File: config.mk
export PLATFORM = sky130hd
export DESIGN_NAME = mmd_decoder
export DESIGN_NICKNAME = d
export VERILOG_FILES = /design/src/core/mmd_pkg.sv /design/src/core/mmd_decoder.sv
export SDC_FILE = /design/constraint.sdc
export NUM_CORES = 1
export LEC_CHECK = 0
export ABC_AREA = 0
export BUFFER_PORTS_ARGS = -buffer_cell sky130_fd_sc_hd__buf_2
export CORE_ASPECT_RATIO = 1.1
export CORE_MARGIN = 5
export CORE_UTILIZATION = 45
export DETAILED_ROUTE_END_ITERATION = 8
export SLEW_MARGIN = 0
export SYNTH_ARGS = -nofsm -noshare
export SYNTH_HDL_FRONTEND = slang
export SYNTH_SLANG_ARGS = --single-unit
File: constraint.sdc
create_clock -name hclk -period 3.72 [get_ports hclk]
set_input_delay 0.744 -clock hclk [delete_from_list [all_inputs] [get_ports hclk]]
set_output_delay 0.744 -clock hclk [all_outputs]
set_load 0.005 [all_outputs]
File: src/core/mmd_pkg.sv
// mmd_pkg: constants and types for the memory map decoder
// assumes: 13-bit cpu addresses, one cpu word at each aligned bus word
package mmd_pkg;

    // region bounds of the 8 kbyte space
    localparam logic [12:0] IO_LO   = 13'h0000;
    localparam logic [12:0] IO_HI   = 13'h001f;
    localparam logic [12:0] PZ_LO   = 13'h0020;
    localparam logic [12:0] PZ_HI   = 13'h004f;
    localparam logic [12:0] RAM_LO  = 13'h0050;
    localparam logic [12:0] RAM_HI  = 13'h00ff;
    localparam logic [12:0] EP_LO   = 13'h0100;
    localparam logic [12:0] EP_HI   = 13'h12ff;
    localparam logic [12:0] BOOT_LO = 13'h1f01;
    localparam logic [12:0] BOOT_HI = 13'h1fef;
    localparam logic [12:0] VEC_LO  = 13'h1ff0;
    localparam logic [12:0] VEC_HI  = 13'h1fff;
    localparam logic [12:0] WDOG_ADDR = 13'h1ff0;
    localparam int          RAM_WORDS = 176;

    // register indices in the i/o page (byte address is four times these)
    localparam logic [4:0] OFS_PA_PINS = 5'h00;
    localparam logic [4:0] OFS_PB_PINS = 5'h01;
    localparam logic [4:0] OFS_PC_PINS = 5'h02;
    localparam logic [4:0] OFS_PD_PINS = 5'h03;
    localparam logic [4:0] OFS_PA_DIR  = 5'h04;
    localparam logic [4:0] OFS_PB_DIR  = 5'h05;
    localparam logic [4:0] OFS_PC_DIR  = 5'h06;
    localparam logic [4:0] OFS_PD_DIR  = 5'h07;
    localparam logic [4:0] OFS_SER_CTL = 5'h0a;
    localparam logic [4:0] OFS_SER_FLG = 5'h0b;
    localparam logic [4:0] OFS_SER_DAT = 5'h0c;

    // field positions
    localparam int WDOG_BIT   = 0;
    localparam int SER_EN_BIT = 6;
    localparam int SER_MS_BIT = 4;
    localparam int PD_IN_BIT  = 7;
    localparam int PD_IO_BIT  = 5;

    // reset and fixed read values
    localparam logic [7:0] DIR8_RST    = 8'h00;
    localparam logic [2:0] DIR3_RST    = 3'h0;
    localparam logic [5:0] SP_RST      = 6'h3f;
    localparam logic [1:0] SP_TOP      = 2'h3;
    localparam logic [4:0] PB_DIR_ONES = 5'h1f;
    localparam logic [7:0] UNDEF_BYTE  = 8'h00;

    // bus address layout
    localparam int AW_LSB = 2;
    localparam int AW_MSB = 14;

    typedef enum logic [2:0] {
        RG_NONE = 3'b000,
        RG_IO   = 3'b001,
        RG_PZ   = 3'b010,
        RG_RAM  = 3'b011,
        RG_EP   = 3'b100,
        RG_BOOT = 3'b101,
        RG_VEC  = 3'b110
    } mmd_region_e;

    typedef enum logic [1:0] {
        BS_IDLE = 2'b00,
        BS_WR   = 2'b01,
        BS_RD   = 2'b10,
        BS_RDY  = 2'b11
    } mmd_bus_e;

endpackage : mmd_pkg

File: src/core/mmd_decoder.sv
// mmd_decoder: address decoder and low-page i/o registers
// assumes: ahb-lite master, external eprom/rom answers mem_rdata
// combinationally from mem_addr, pins arrive asynchronously
`timescale 1ns/1ns
`default_nettype none

module mmd_decoder #(
    parameter int RAM_DEPTH = mmd_pkg::RAM_WORDS
) (
    // clock and reset
    input  wire logic        hclk,
    input  wire logic        hresetn,
    // ahb-lite slave
    input  wire logic        hsel,
    input  wire logic [31:0] haddr,
    input  wire logic [1:0]  htrans,
    input  wire logic        hwrite,
    input  wire logic [2:0]  hsize,
    input  wire logic [31:0] hwdata,
    input  wire logic        hready,
    output logic             hreadyout,
    output logic             hresp,
    output logic [31:0]      hrdata,
    // external eprom and rom arrays
    output logic [12:0]      mem_addr,
    output logic [2:0]       mem_region,
    input  wire logic [7:0]  mem_rdata,
    // watchdog
    output logic             watchdog_timer_clear,
    // stack pointer steps from the cpu core
    input  wire logic        sp_push,
    input  wire logic        sp_pop,
    output logic [7:0]       stack_ptr,
    // port pins
    input  wire logic [7:0]  port_a_in,
    output logic [7:0]       port_a_out,
    output logic [7:0]       port_a_oe,
    input  wire logic [2:0]  port_b_in,
    output logic [2:0]       port_b_out,
    output logic [2:0]       port_b_oe,
    input  wire logic [7:0]  port_c_in,
    output logic [7:0]       port_c_out,
    output logic [7:0]       port_c_oe,
    input  wire logic [1:0]  port_d_in,
    output logic             port_d_out,
    output logic             port_d_oe,
    // serial port core
    output logic             serial_port_enable,
    output logic             serial_port_master,
    output logic [7:0]       serial_port_data,
    output logic             serial_port_data_wr,
    input  wire logic [1:0]  serial_port_flags
);

    // synchroniser stage set for one port: three flops plus filtered value
    typedef struct packed {
        logic [7:0] s1;
        logic [7:0] s2;
        logic [7:0] s3;
        logic [7:0] f;
    } mmd_sync_s;

    typedef struct packed {
        mmd_pkg::mmd_bus_e    bus;
        logic [12:0]          addr;
        mmd_pkg::mmd_region_e region;
        logic [7:0]           rdata;
        logic [7:0]           pa;
        logic [2:0]           pb;
        logic [7:0]           pc;
        logic                 pd;
        logic [7:0]           dir_a;
        logic [2:0]           dir_b;
        logic [7:0]           dir_c;
        logic                 dir_d;
        logic                 ser_en;
        logic                 ser_ms;
        logic [7:0]           ser_dat;
        logic                 ser_wr;
        logic [5:0]           sp;
        logic                 wdog;
        mmd_sync_s            sy_a;
        mmd_sync_s            sy_b;
        mmd_sync_s            sy_c;
        mmd_sync_s            sy_d;
    } mmd_state_s;

    mmd_state_s st_r;
    mmd_state_s st_nxt;

    logic [7:0] ram_r [RAM_DEPTH];
    logic       ram_we;
    logic [7:0] ram_idx;
    logic [7:0] ram_rd;

    // one decoder for all modes, no mode input is needed
    function automatic mmd_pkg::mmd_region_e decode(input logic [12:0] a);
        mmd_pkg::mmd_region_e r;
        r = mmd_pkg::RG_NONE;
        if (a <= mmd_pkg::IO_HI)
            r = mmd_pkg::RG_IO;
        else if (a >= mmd_pkg::PZ_LO && a <= mmd_pkg::PZ_HI)
            r = mmd_pkg::RG_PZ;
        else if (a >= mmd_pkg::RAM_LO && a <= mmd_pkg::RAM_HI)
            r = mmd_pkg::RG_RAM;
        else if (a >= mmd_pkg::EP_LO && a <= mmd_pkg::EP_HI)
            r = mmd_pkg::RG_EP;
        else if (a >= mmd_pkg::BOOT_LO && a <= mmd_pkg::BOOT_HI)
            r = mmd_pkg::RG_BOOT;
        else if (a >= mmd_pkg::VEC_LO)
            r = mmd_pkg::RG_VEC;
        return r;
    endfunction : decode

    // pin read: output bits show the latch, input bits the pin
    function automatic logic [7:0] pin_mix(
        input logic [7:0] lat,
        input logic [7:0] dir,
        input logic [7:0] pin
    );
        return (lat & dir) | (pin & ~dir);
    endfunction : pin_mix

    // next synchroniser stage; filtered bit sets when s2 and s3 are both one, holds when both are zero, clears when they differ
    function automatic mmd_sync_s sync_step(
        input mmd_sync_s  s,
        input logic [7:0] pin
    );
        mmd_sync_s n;
        n.s1 = pin;
        n.s2 = s.s1;
        n.s3 = s.s2;
        n.f  = (s.s2 & s.s3) | (s.f & ~(s.s2 ^ s.s3));
        return n;
    endfunction : sync_step

    // i/o page read mux
    function automatic logic [7:0] io_read(
        input mmd_state_s s,
        input logic [4:0] o,
        input logic [1:0] flg
    );
        logic [7:0] v;
        v = mmd_pkg::UNDEF_BYTE;
        case (o)
            mmd_pkg::OFS_PA_PINS:
                v = pin_mix(s.pa, s.dir_a, s.sy_a.f);
            mmd_pkg::OFS_PB_PINS:
                v = pin_mix({s.pb, 5'h00}, {s.dir_b, 5'h00},
                            s.sy_b.f);
            mmd_pkg::OFS_PC_PINS:
                v = pin_mix(s.pc, s.dir_c, s.sy_c.f);
            mmd_pkg::OFS_PD_PINS:
            begin
                v = 8'h00;
                v[mmd_pkg::PD_IN_BIT] = s.sy_d.f[1];
                v[mmd_pkg::PD_IO_BIT] = s.dir_d ? s.pd
                                                : s.sy_d.f[0];
            end
            mmd_pkg::OFS_PA_DIR:  v = s.dir_a;
            mmd_pkg::OFS_PB_DIR:
                v = {s.dir_b, mmd_pkg::PB_DIR_ONES};
            mmd_pkg::OFS_PC_DIR:  v = s.dir_c;
            mmd_pkg::OFS_PD_DIR:
            begin
                v = 8'h00;
                v[mmd_pkg::PD_IO_BIT] = s.dir_d;
            end
            mmd_pkg::OFS_SER_CTL:
            begin
                v = 8'h00;
                v[mmd_pkg::SER_EN_BIT] = s.ser_en;
                v[mmd_pkg::SER_MS_BIT] = s.ser_ms;
            end
            mmd_pkg::OFS_SER_FLG: v = {flg, 6'h00};
            mmd_pkg::OFS_SER_DAT: v = s.ser_dat;
            default:              v = mmd_pkg::UNDEF_BYTE;
        endcase
        return v;
    endfunction : io_read

    // ram addressing relative to the region base
    always_comb
    begin
        ram_idx = 8'(st_r.addr - mmd_pkg::RAM_LO);
        ram_rd  = ram_r[ram_idx];
    end

    // next-state logic: bus fsm, register writes, pins, stack pointer
    always_comb
    begin
        logic        take;
        logic [12:0] a;
        logic [7:0]  wd;
        take = 1'b0;
        a    = 13'h0000;
        wd   = 8'h00;
        st_nxt = st_r;
        ram_we = 1'b0;
        st_nxt.wdog   = 1'b0;
        st_nxt.ser_wr = 1'b0;
        st_nxt.sy_a = sync_step(st_r.sy_a, port_a_in);
        st_nxt.sy_b = sync_step(st_r.sy_b, {port_b_in, 5'h00});
        st_nxt.sy_c = sync_step(st_r.sy_c, port_c_in);
        st_nxt.sy_d = sync_step(st_r.sy_d, {6'h00, port_d_in});
        // stack pointer keeps its six low bits, so it wraps in 64 bytes
        if (sp_push && !sp_pop)
            st_nxt.sp = st_r.sp - 6'h01;
        else if (sp_pop && !sp_push)
            st_nxt.sp = st_r.sp + 6'h01;
        wd = hwdata[7:0];
        // data phase work of the previous address phase
        case (st_r.bus)
            mmd_pkg::BS_WR:
            begin
                if (st_r.region == mmd_pkg::RG_IO)
                begin
                    case (st_r.addr[4:0])
                        mmd_pkg::OFS_PA_PINS: st_nxt.pa = wd;
                        mmd_pkg::OFS_PB_PINS: st_nxt.pb = wd[7:5];
                        mmd_pkg::OFS_PC_PINS: st_nxt.pc = wd;
                        mmd_pkg::OFS_PD_PINS:
                            st_nxt.pd = wd[mmd_pkg::PD_IO_BIT];
                        mmd_pkg::OFS_PA_DIR:  st_nxt.dir_a = wd;
                        mmd_pkg::OFS_PB_DIR:
                            st_nxt.dir_b = wd[7:5];
                        mmd_pkg::OFS_PC_DIR:  st_nxt.dir_c = wd;
                        mmd_pkg::OFS_PD_DIR:
                            st_nxt.dir_d = wd[mmd_pkg::PD_IO_BIT];
                        mmd_pkg::OFS_SER_CTL:
                        begin
                            st_nxt.ser_en = wd[mmd_pkg::SER_EN_BIT];
                            st_nxt.ser_ms = wd[mmd_pkg::SER_MS_BIT];
                        end
                        mmd_pkg::OFS_SER_DAT:
                        begin
                            st_nxt.ser_dat = wd;
                            st_nxt.ser_wr  = 1'b1;
                        end
                        default: st_nxt.pa = st_r.pa;
                    endcase
                end
                if (st_r.region == mmd_pkg::RG_RAM)
                    ram_we = 1'b1;
                if (st_r.addr == mmd_pkg::WDOG_ADDR &&
                    !wd[mmd_pkg::WDOG_BIT])
                    st_nxt.wdog = 1'b1;
                st_nxt.bus = mmd_pkg::BS_IDLE;
            end
            mmd_pkg::BS_RD:
            begin
                case (st_r.region)
                    mmd_pkg::RG_IO:
                        st_nxt.rdata = io_read(st_r, st_r.addr[4:0],
                                               serial_port_flags);
                    mmd_pkg::RG_RAM:  st_nxt.rdata = ram_rd;
                    mmd_pkg::RG_PZ,
                    mmd_pkg::RG_EP,
                    mmd_pkg::RG_BOOT,
                    mmd_pkg::RG_VEC:
                        st_nxt.rdata = mem_rdata;
                    default:
                        st_nxt.rdata = mmd_pkg::UNDEF_BYTE;
                endcase
                st_nxt.bus = mmd_pkg::BS_RDY;
            end
            mmd_pkg::BS_RDY:  st_nxt.bus = mmd_pkg::BS_IDLE;
            default:          st_nxt.bus = mmd_pkg::BS_IDLE;
        endcase
        // address phase, accepted when hsel, htrans[1] and hready are high and the slave is ready
        take = hsel && htrans[1] && hready &&
               (st_r.bus != mmd_pkg::BS_RD);
        if (take)
        begin
            a = haddr[mmd_pkg::AW_MSB:mmd_pkg::AW_LSB];
            st_nxt.addr   = a;
            st_nxt.region = (haddr[31:mmd_pkg::AW_MSB + 1] == '0)
                            ? decode(a) : mmd_pkg::RG_NONE;
            st_nxt.bus    = hwrite ? mmd_pkg::BS_WR : mmd_pkg::BS_RD;
            if (haddr[31:mmd_pkg::AW_MSB + 1] != '0)
                st_nxt.addr = 13'h0000;
        end
    end

    // state register; port data latches keep their value over reset
    always_ff @(posedge hclk or negedge hresetn)
    begin
        if (!hresetn)
        begin
            st_r.bus     <= mmd_pkg::BS_IDLE;
            st_r.addr    <= 13'h0000;
            st_r.region  <= mmd_pkg::RG_NONE;
            st_r.rdata   <= mmd_pkg::UNDEF_BYTE;
            st_r.dir_a   <= mmd_pkg::DIR8_RST;
            st_r.dir_b   <= mmd_pkg::DIR3_RST;
            st_r.dir_c   <= mmd_pkg::DIR8_RST;
            st_r.dir_d   <= 1'b0;
            st_r.ser_en  <= 1'b0;
            st_r.ser_ms  <= 1'b0;
            st_r.ser_dat <= 8'h00;
            st_r.ser_wr  <= 1'b0;
            st_r.sp      <= mmd_pkg::SP_RST;
            st_r.wdog    <= 1'b0;
            st_r.sy_a    <= '0;
            st_r.sy_b    <= '0;
            st_r.sy_c    <= '0;
            st_r.sy_d    <= '0;
        end
        else
        begin
            st_r <= st_nxt;
        end
    end

    // ram array, no reset
    always_ff @(posedge hclk)
    begin
        if (ram_we)
            ram_r[ram_idx] <= hwdata[7:0];
    end

    // bus answer: one wait state on reads, none on writes
    assign hreadyout = (st_r.bus != mmd_pkg::BS_RD);
    assign hresp     = 1'b0;
    assign hrdata    = {24'h000000, st_r.rdata};

    // external arrays see the registered address and region
    assign mem_addr   = st_r.addr;
    assign mem_region = st_r.region;

    // side outputs
    assign watchdog_timer_clear = st_r.wdog;
    assign stack_ptr            = {mmd_pkg::SP_TOP, st_r.sp};
    assign port_a_out           = st_r.pa;
    assign port_a_oe            = st_r.dir_a;
    assign port_b_out           = st_r.pb;
    assign port_b_oe            = st_r.dir_b;
    assign port_c_out           = st_r.pc;
    assign port_c_oe            = st_r.dir_c;
    assign port_d_out           = st_r.pd;
    assign port_d_oe            = st_r.dir_d;
    assign serial_port_enable   = st_r.ser_en;
    assign serial_port_master   = st_r.ser_ms;
    assign serial_port_data     = st_r.ser_dat;
    assign serial_port_data_wr  = st_r.ser_wr;

endmodule : mmd_decoder

`default_nettype wire

* Word-level counts from Yosys, hierarchy flattened
Memory sizes are Yosys's and may differ from the RTL's. Cells that the tools add are included.
Operators by class: add/subtract/negate cells 3, multiply operators 0, divide/modulo/power cells 0, magnitude comparators 10, equality and inequality tests 20, shift-type cells 0, multiplexer cells 25, bitwise operators 32, reduce and logical (&&, ||, !) cells 28
Operators by type and width (number):
- bitwise AND 8 bit | 13
- one-hot mux 8 bit (11 select lines) | 1
- inverter 8 bit | 6
- bitwise OR 8 bit | 6
- >= comparator 13 bit (second input constant) | 2
- less-or-equal comparator 13 bit (second input constant) | 2
- one-hot mux 8 bit (3 select lines) | 1
- bitwise XOR 8 bit | 3
- two-way mux 3 bit | 7
- == test 5 x 3 -> 1 bit (second input constant) | 4
- two-way mux 18 bit | 1
- AND reduction 3 bit | 6
- logical NOT 17 bit | 1
- nonzero test 17 bit | 1
- AND reduction 4 bit | 4
- == test 5 x 4 -> 1 bit (second input constant) | 3
- == test 13 bit (second input constant) | 1
- >= comparator 13 x 6 -> 1 bit (second input constant) | 1
- >= comparator 13 x 7 -> 1 bit (second input constant) | 1
- >= comparator 13 x 9 -> 1 bit (second input constant) | 1
- less-or-equal comparator 13 x 5 -> 1 bit (second input constant) | 1
- less-or-equal comparator 13 x 7 -> 1 bit (second input constant) | 1
- less-or-equal comparator 13 x 8 -> 1 bit (second input constant) | 1
- two-way mux 13 bit | 1
- other kinds (23) | 49
Storage, ports and cells: flip-flop bits (word level) 179, latch bits 0, RAM bits 1408, bits in read-only memories 0, bits of input ports 107, output and inout port bits 110, logic and storage cells 153, memories 1
Memory list:
- ram_r | words 176, width 8, read ports 1, clocked after Yosys merged registers in 0, write ports 1, RTL line mmd_decoder.sv:91 | logic [7:0] ram_r [RAM_DEPTH];

* Depth between registers and ports, before layout
word-level depth 9, gate-level depth with buffers 14, depth with buffers taken out 10

* Least setup slack after synthesis
No wires, ideal clock.
path kind reg-to-reg, start register st_r, in the netlist mem_addr[4], end memory ram_r[22][0], enable pin, setup time 0.370 ns, arrival 3.085 ns, required time 3.350 ns, slack 0.264 ns, stages on the path, launching flop included 13, buffers on the path 5, clock period less this slack 3.456 ns, path through dfrtp_1 > inv_1 > buf_1 > clkbuf_1 > ha_1 > clkbuf_1 > inv_1 > nor3b_1 > a41o_1 > clkbuf_1 > nand2_1 > clkbuf_1 > nor2_1
On the way: longest elaborated chain between the ends 1
Ends and longest elaborated chain:
- from (decl) | RTL line mmd_decoder.sv:88 | mmd_state_s st_r;
- from (signal assigned) | RTL line mmd_decoder.sv:311 | st_r <= st_nxt;
- subtractor 8 x 7 -> 8 bit | RTL line mmd_decoder.sv:185 | ram_idx = 8'(st_r.addr - mmd_pkg::RAM_LO);
- to (decl) | RTL line mmd_decoder.sv:91
No other way between the ends.

* Worst setup path in the final report
start register st_r, in the netlist mem_addr[4], end register st_r, in the netlist hrdata[0]
On the way: longest elaborated chain between the ends 3, elaborated cells between the ends (all ways) 15, those cells by class add/sub: 1; eq/ne: 10; mux: 2; reduce/logical: 1; memory: 1
Ends and longest elaborated chain:
- subtractor 8 x 7 -> 8 bit (tied with other cells) | RTL line mmd_decoder.sv:185
- memory read (176 x 8 bit) / one-hot mux 8 bit (11 select lines) (equally long branches)
- one-hot mux 8 bit (3 select lines) (*) | RTL line mmd_decoder.sv:252 | case (st_r.region)
Mark *: on every way between the ends. The rest lies on a longest branch, timed or not. A chain may end at the register's enable or synchronous reset.

==> impl_metrics.tcl <==
set metrics [dict create \
    stdcell_count 5556 \
    ios 217 \
    start_kind "register" \
    port_buffers 159 \
    rsz0062_at_grt "no" \
    grt.total_usage_pct 22.8 \
    power_density_nw_per_um2 491 \
    drc 0 \
    avgSynthCellArea_um2 19.2 \
    fmax_mhz 273 \
    path_clk_slew_ns 0.06 \
    grt_pass1_vias 32940 \
    yosysTopAreaCell "edfxtp_1" \
    required_ns 4.37 \
    ff2ff_setup_slack_ns 0.06 \
    synth_commonest_cells "1,428 x edfxtp_1, 314 x mux4_2, 220 x nor2_1" \
    place_inst 5284 \
    die-area_um2 146000 \
    synth_edf_count 1428 \
    path_class "register to register" \
    drive_gt1_share_pct 28.9 \
    synth_top_area_share_pct 68.9 \
    cp.buffers_inverters 6 \
    syn_to_final_growth_pct 14.7 \
    setup_viol 0 \
    cp_max_fo 9 \
    wire_per_inst_um 30.0 \
    ir_drop_mv 0.344 \
    maxCapViolCount 0 \
    cp.arrival_ns 4.31 \
    cts.root.buffer_cell "clkbuf_16" \
    antenna_found_initial 2 \
    slew_headroom_pct 34.8 \
    ys_seq_elements 1576 \
    n_fill_cell 11019 \
    fin_skew_ns 0.0226 \
    clock_path_buffers 3 \
    ys_warn_count 0 \
    critPathTopFamily "buffers and inverters" \
    ant_nets 0 \
    drtIter0Drc 3664 \
    clock_latency_ns 0.79 \
    globalplace.congestion 0.966 \
    status "finished, final reports clean" \
    synth_area_um2 62300 \
    cts_made_buffers 154 \
    vias 32696 \
    die_y_um 400 \
    ys_top_cells_by_area "edfxtp_1 69%, mux4_2 11%, dfrtp_1 5.7%" \
    slowest_stage "a2111oi_0" \
    netlist_instances 3238 \
    worst_slew_pin_slew_ns 0.978 \
    p_leak_uw 0.0236 \
    cp_common_cell "buf_4" \
    crit_path_end_kind "register" \
    nets 3768 \
    fin_util_pct 51.9 \
    crit_path_max_incr_delay_ns 0.47 \
    ys_seq_area_share_pct 74.8 \
    hold_slack_ns 0.0706 \
    initial_core_util_pct 45.2 \
    die_w_um 365 \
    layout_min_cycle_time_ns 3.66 \
    yosysMostFrequentCell "edfxtp_1" \
    fp-row-count 143 \
    dpl_worst_slack_ns -0.0421 \
    grt_max_degree 144 \
    slew_violations 0 \
    cts_tree "built" \
    fin_tns_setup_ns 0 \
    core-area_um2 138000 \
    fin_crit_sh_pct 98.5 \
    yosysUniqueCellTypes 71 \
    wl_um 167000 \
    place_hpwl_um 110000 \
    grt_pass1_wl_um 238000 \
    cts_setup_buffers 0 \
    crit_chain "inv_1 > ha_1 > inv_1 > buf_4 > nor2_1 > a22o_1 > a2111oi_0 > buf_2 > buf_4 > nor3_1 > o41ai_2 > buf_4 > a21oi_1" \
    setup_ws_ns 0.0567 \
    hold_viol 0 \
    htree_levels 4 \
    min-delay-path-class "input pin to register" \
    synth-async-reset-ratio_pct 9.39 \
    first_pass_iters 6 \
    clock-sinks 1576 \
    synth_flop_cell "edfxtp_1" \
    viasPerCell 5.88 \
    overflow 0 \
]
[cell type report]
| class | count | area (um2) | share of cell area (%) |
|---|---|---|---|
| multi-input combinational | 1359 | 14000 | 19.6 |
| inverter | 44 | 166 | 0.233 |
| sequential | 1576 | 46600 | 65.2 |
| clock inverter | 70 | 577 | 0.807 |
| antenna | 1 | 2.50 | 0.00350 |
| tap | 1812 | 2270 | 3.17 |
| clock buffer | 200 | 4140 | 5.79 |
| timing repair buffer | 494 | 3690 | 5.17 |
[kinds of logic (layout without fill, tap and decap cells)]
kind of cell	Yosys count	count (layout)	synth area share (%)
other	2	28	0.0121
adder cells (fa/ha/maj)	32	32	0.655
multiplexers	479	479	14.2
buffers and inverters	328	808	2.91
XOR/XNOR	9	9	0.127
AND/OR/NAND/NOR	470	470	3.41
flip-flops	1576	1576	74.8
AO/OA/AOI/OAI	342	342	3.91
[power breakdown]
part / internal [uW] / total, uW / switching [uW]
clock: 8220 / 14800 / 6600
sequential: 19400 / 19500 / 84.4
combinational: 227 / 747 / 520
[cell usage in the layout, fill, tap and decap left out, types with 11 or more instances in the layout]
cell,count
a21oi_1,53
and3_1,14
edfxtp_1,1428
nor4_1,12
ha_1,31
mux2_2,37
buf_12,26
mux2i_1,125
clkinv_1,25
clkbuf_1,38
o22ai_1,25
nand2_1,97
a221oi_1,11
a22oi_1,62
mux4_2,314
buf_4,307
a22o_1,25
clkinv_2,26
inv_1,43
clkbuf_16,157
nand4_1,16
nor2_1,219
a211oi_1,21
o221ai_1,12
o21ai_0,41
nor3_1,29
nand3_1,24
dfrtp_1,137
conb_1,27
a21o_1,29
buf_2,151
[stage by stage]
| stage | total power (uW) | instance area, um2 |
|---|---|---|
| 2_1_floorplan | 20200 | 62400 |
| 3_3_place_gp | 20600 | 66700 |
| 3_5_place_dp | 20700 | 66700 |
| 4_1_cts | 35400 | 71500 |
| 5_1_grt | 36200 | 71500 |
| 6_report | 35100 | 71500 |
[state kept, by name, summed over array words and instances (netlist names)]
signal and count:
stack_ptr 6, port_c_oe 8, port_b_oe 3, port_d_out 1
ram_r 1408, port_b_out 3, serial_port_data_wr 1, port_c_out 8
st_nxt 42, st_r 44, mem_addr 13, port_a_out 8
serial_port_data 8, hrdata 8, mem_region 3, port_a_oe 8
watchdog_timer_clear 1, serial_port_enable 1, port_d_oe 1, serial_port_master 1
[final timing paths]
path                         startpoint             endpoint  depth (start not counted)
min                        port_a_in[7]          st_nxt[119]                          1
min reg2reg                  st_nxt[17]            st_nxt[9]                          0
max                         mem_addr[4]            hrdata[0]                         13
min in group asynchronous       hresetn  serial_port_data[7]                          2
max reg2reg                 mem_addr[4]            hrdata[0]                         13
max in group asynchronous       hresetn          mem_addr[0]                          3
[layer usage]
metal / wire, um / share of wire, % / vias to the layer above / track usage, %
met2: 80400 / 48 / 1462 / 37.1
met1: 67000 / 40 / 17196 / 31.0
li1: - / - / 13747 / -
met4: 6220 / 3.7 / 0 / 8.49
met5: 0 / 0 / - / 0
met3: 13300 / 8.0 / 291 / 4.21
[what timing repair did]
item                       CTS  global route
hold endpoints to repair     5             0
pin swaps                    0             0
hold buffers                 1             0
setup endpoints to repair    1             1
resized for setup            1             1
[worst register-to-register path, delay by kind of cell, from the launching register on]
| kind | cells | cell delay [ns] |
|---|---|---|
| buf+inv | 6 | 1.53 |
| compound gates | 4 | 1.11 |
| flops | 1 | 0.40 |
| fa+ha+maj | 1 | 0.33 |
| simple gates | 2 | 0.16 |
No activity file was read; power rests on OpenSTA's default activity.
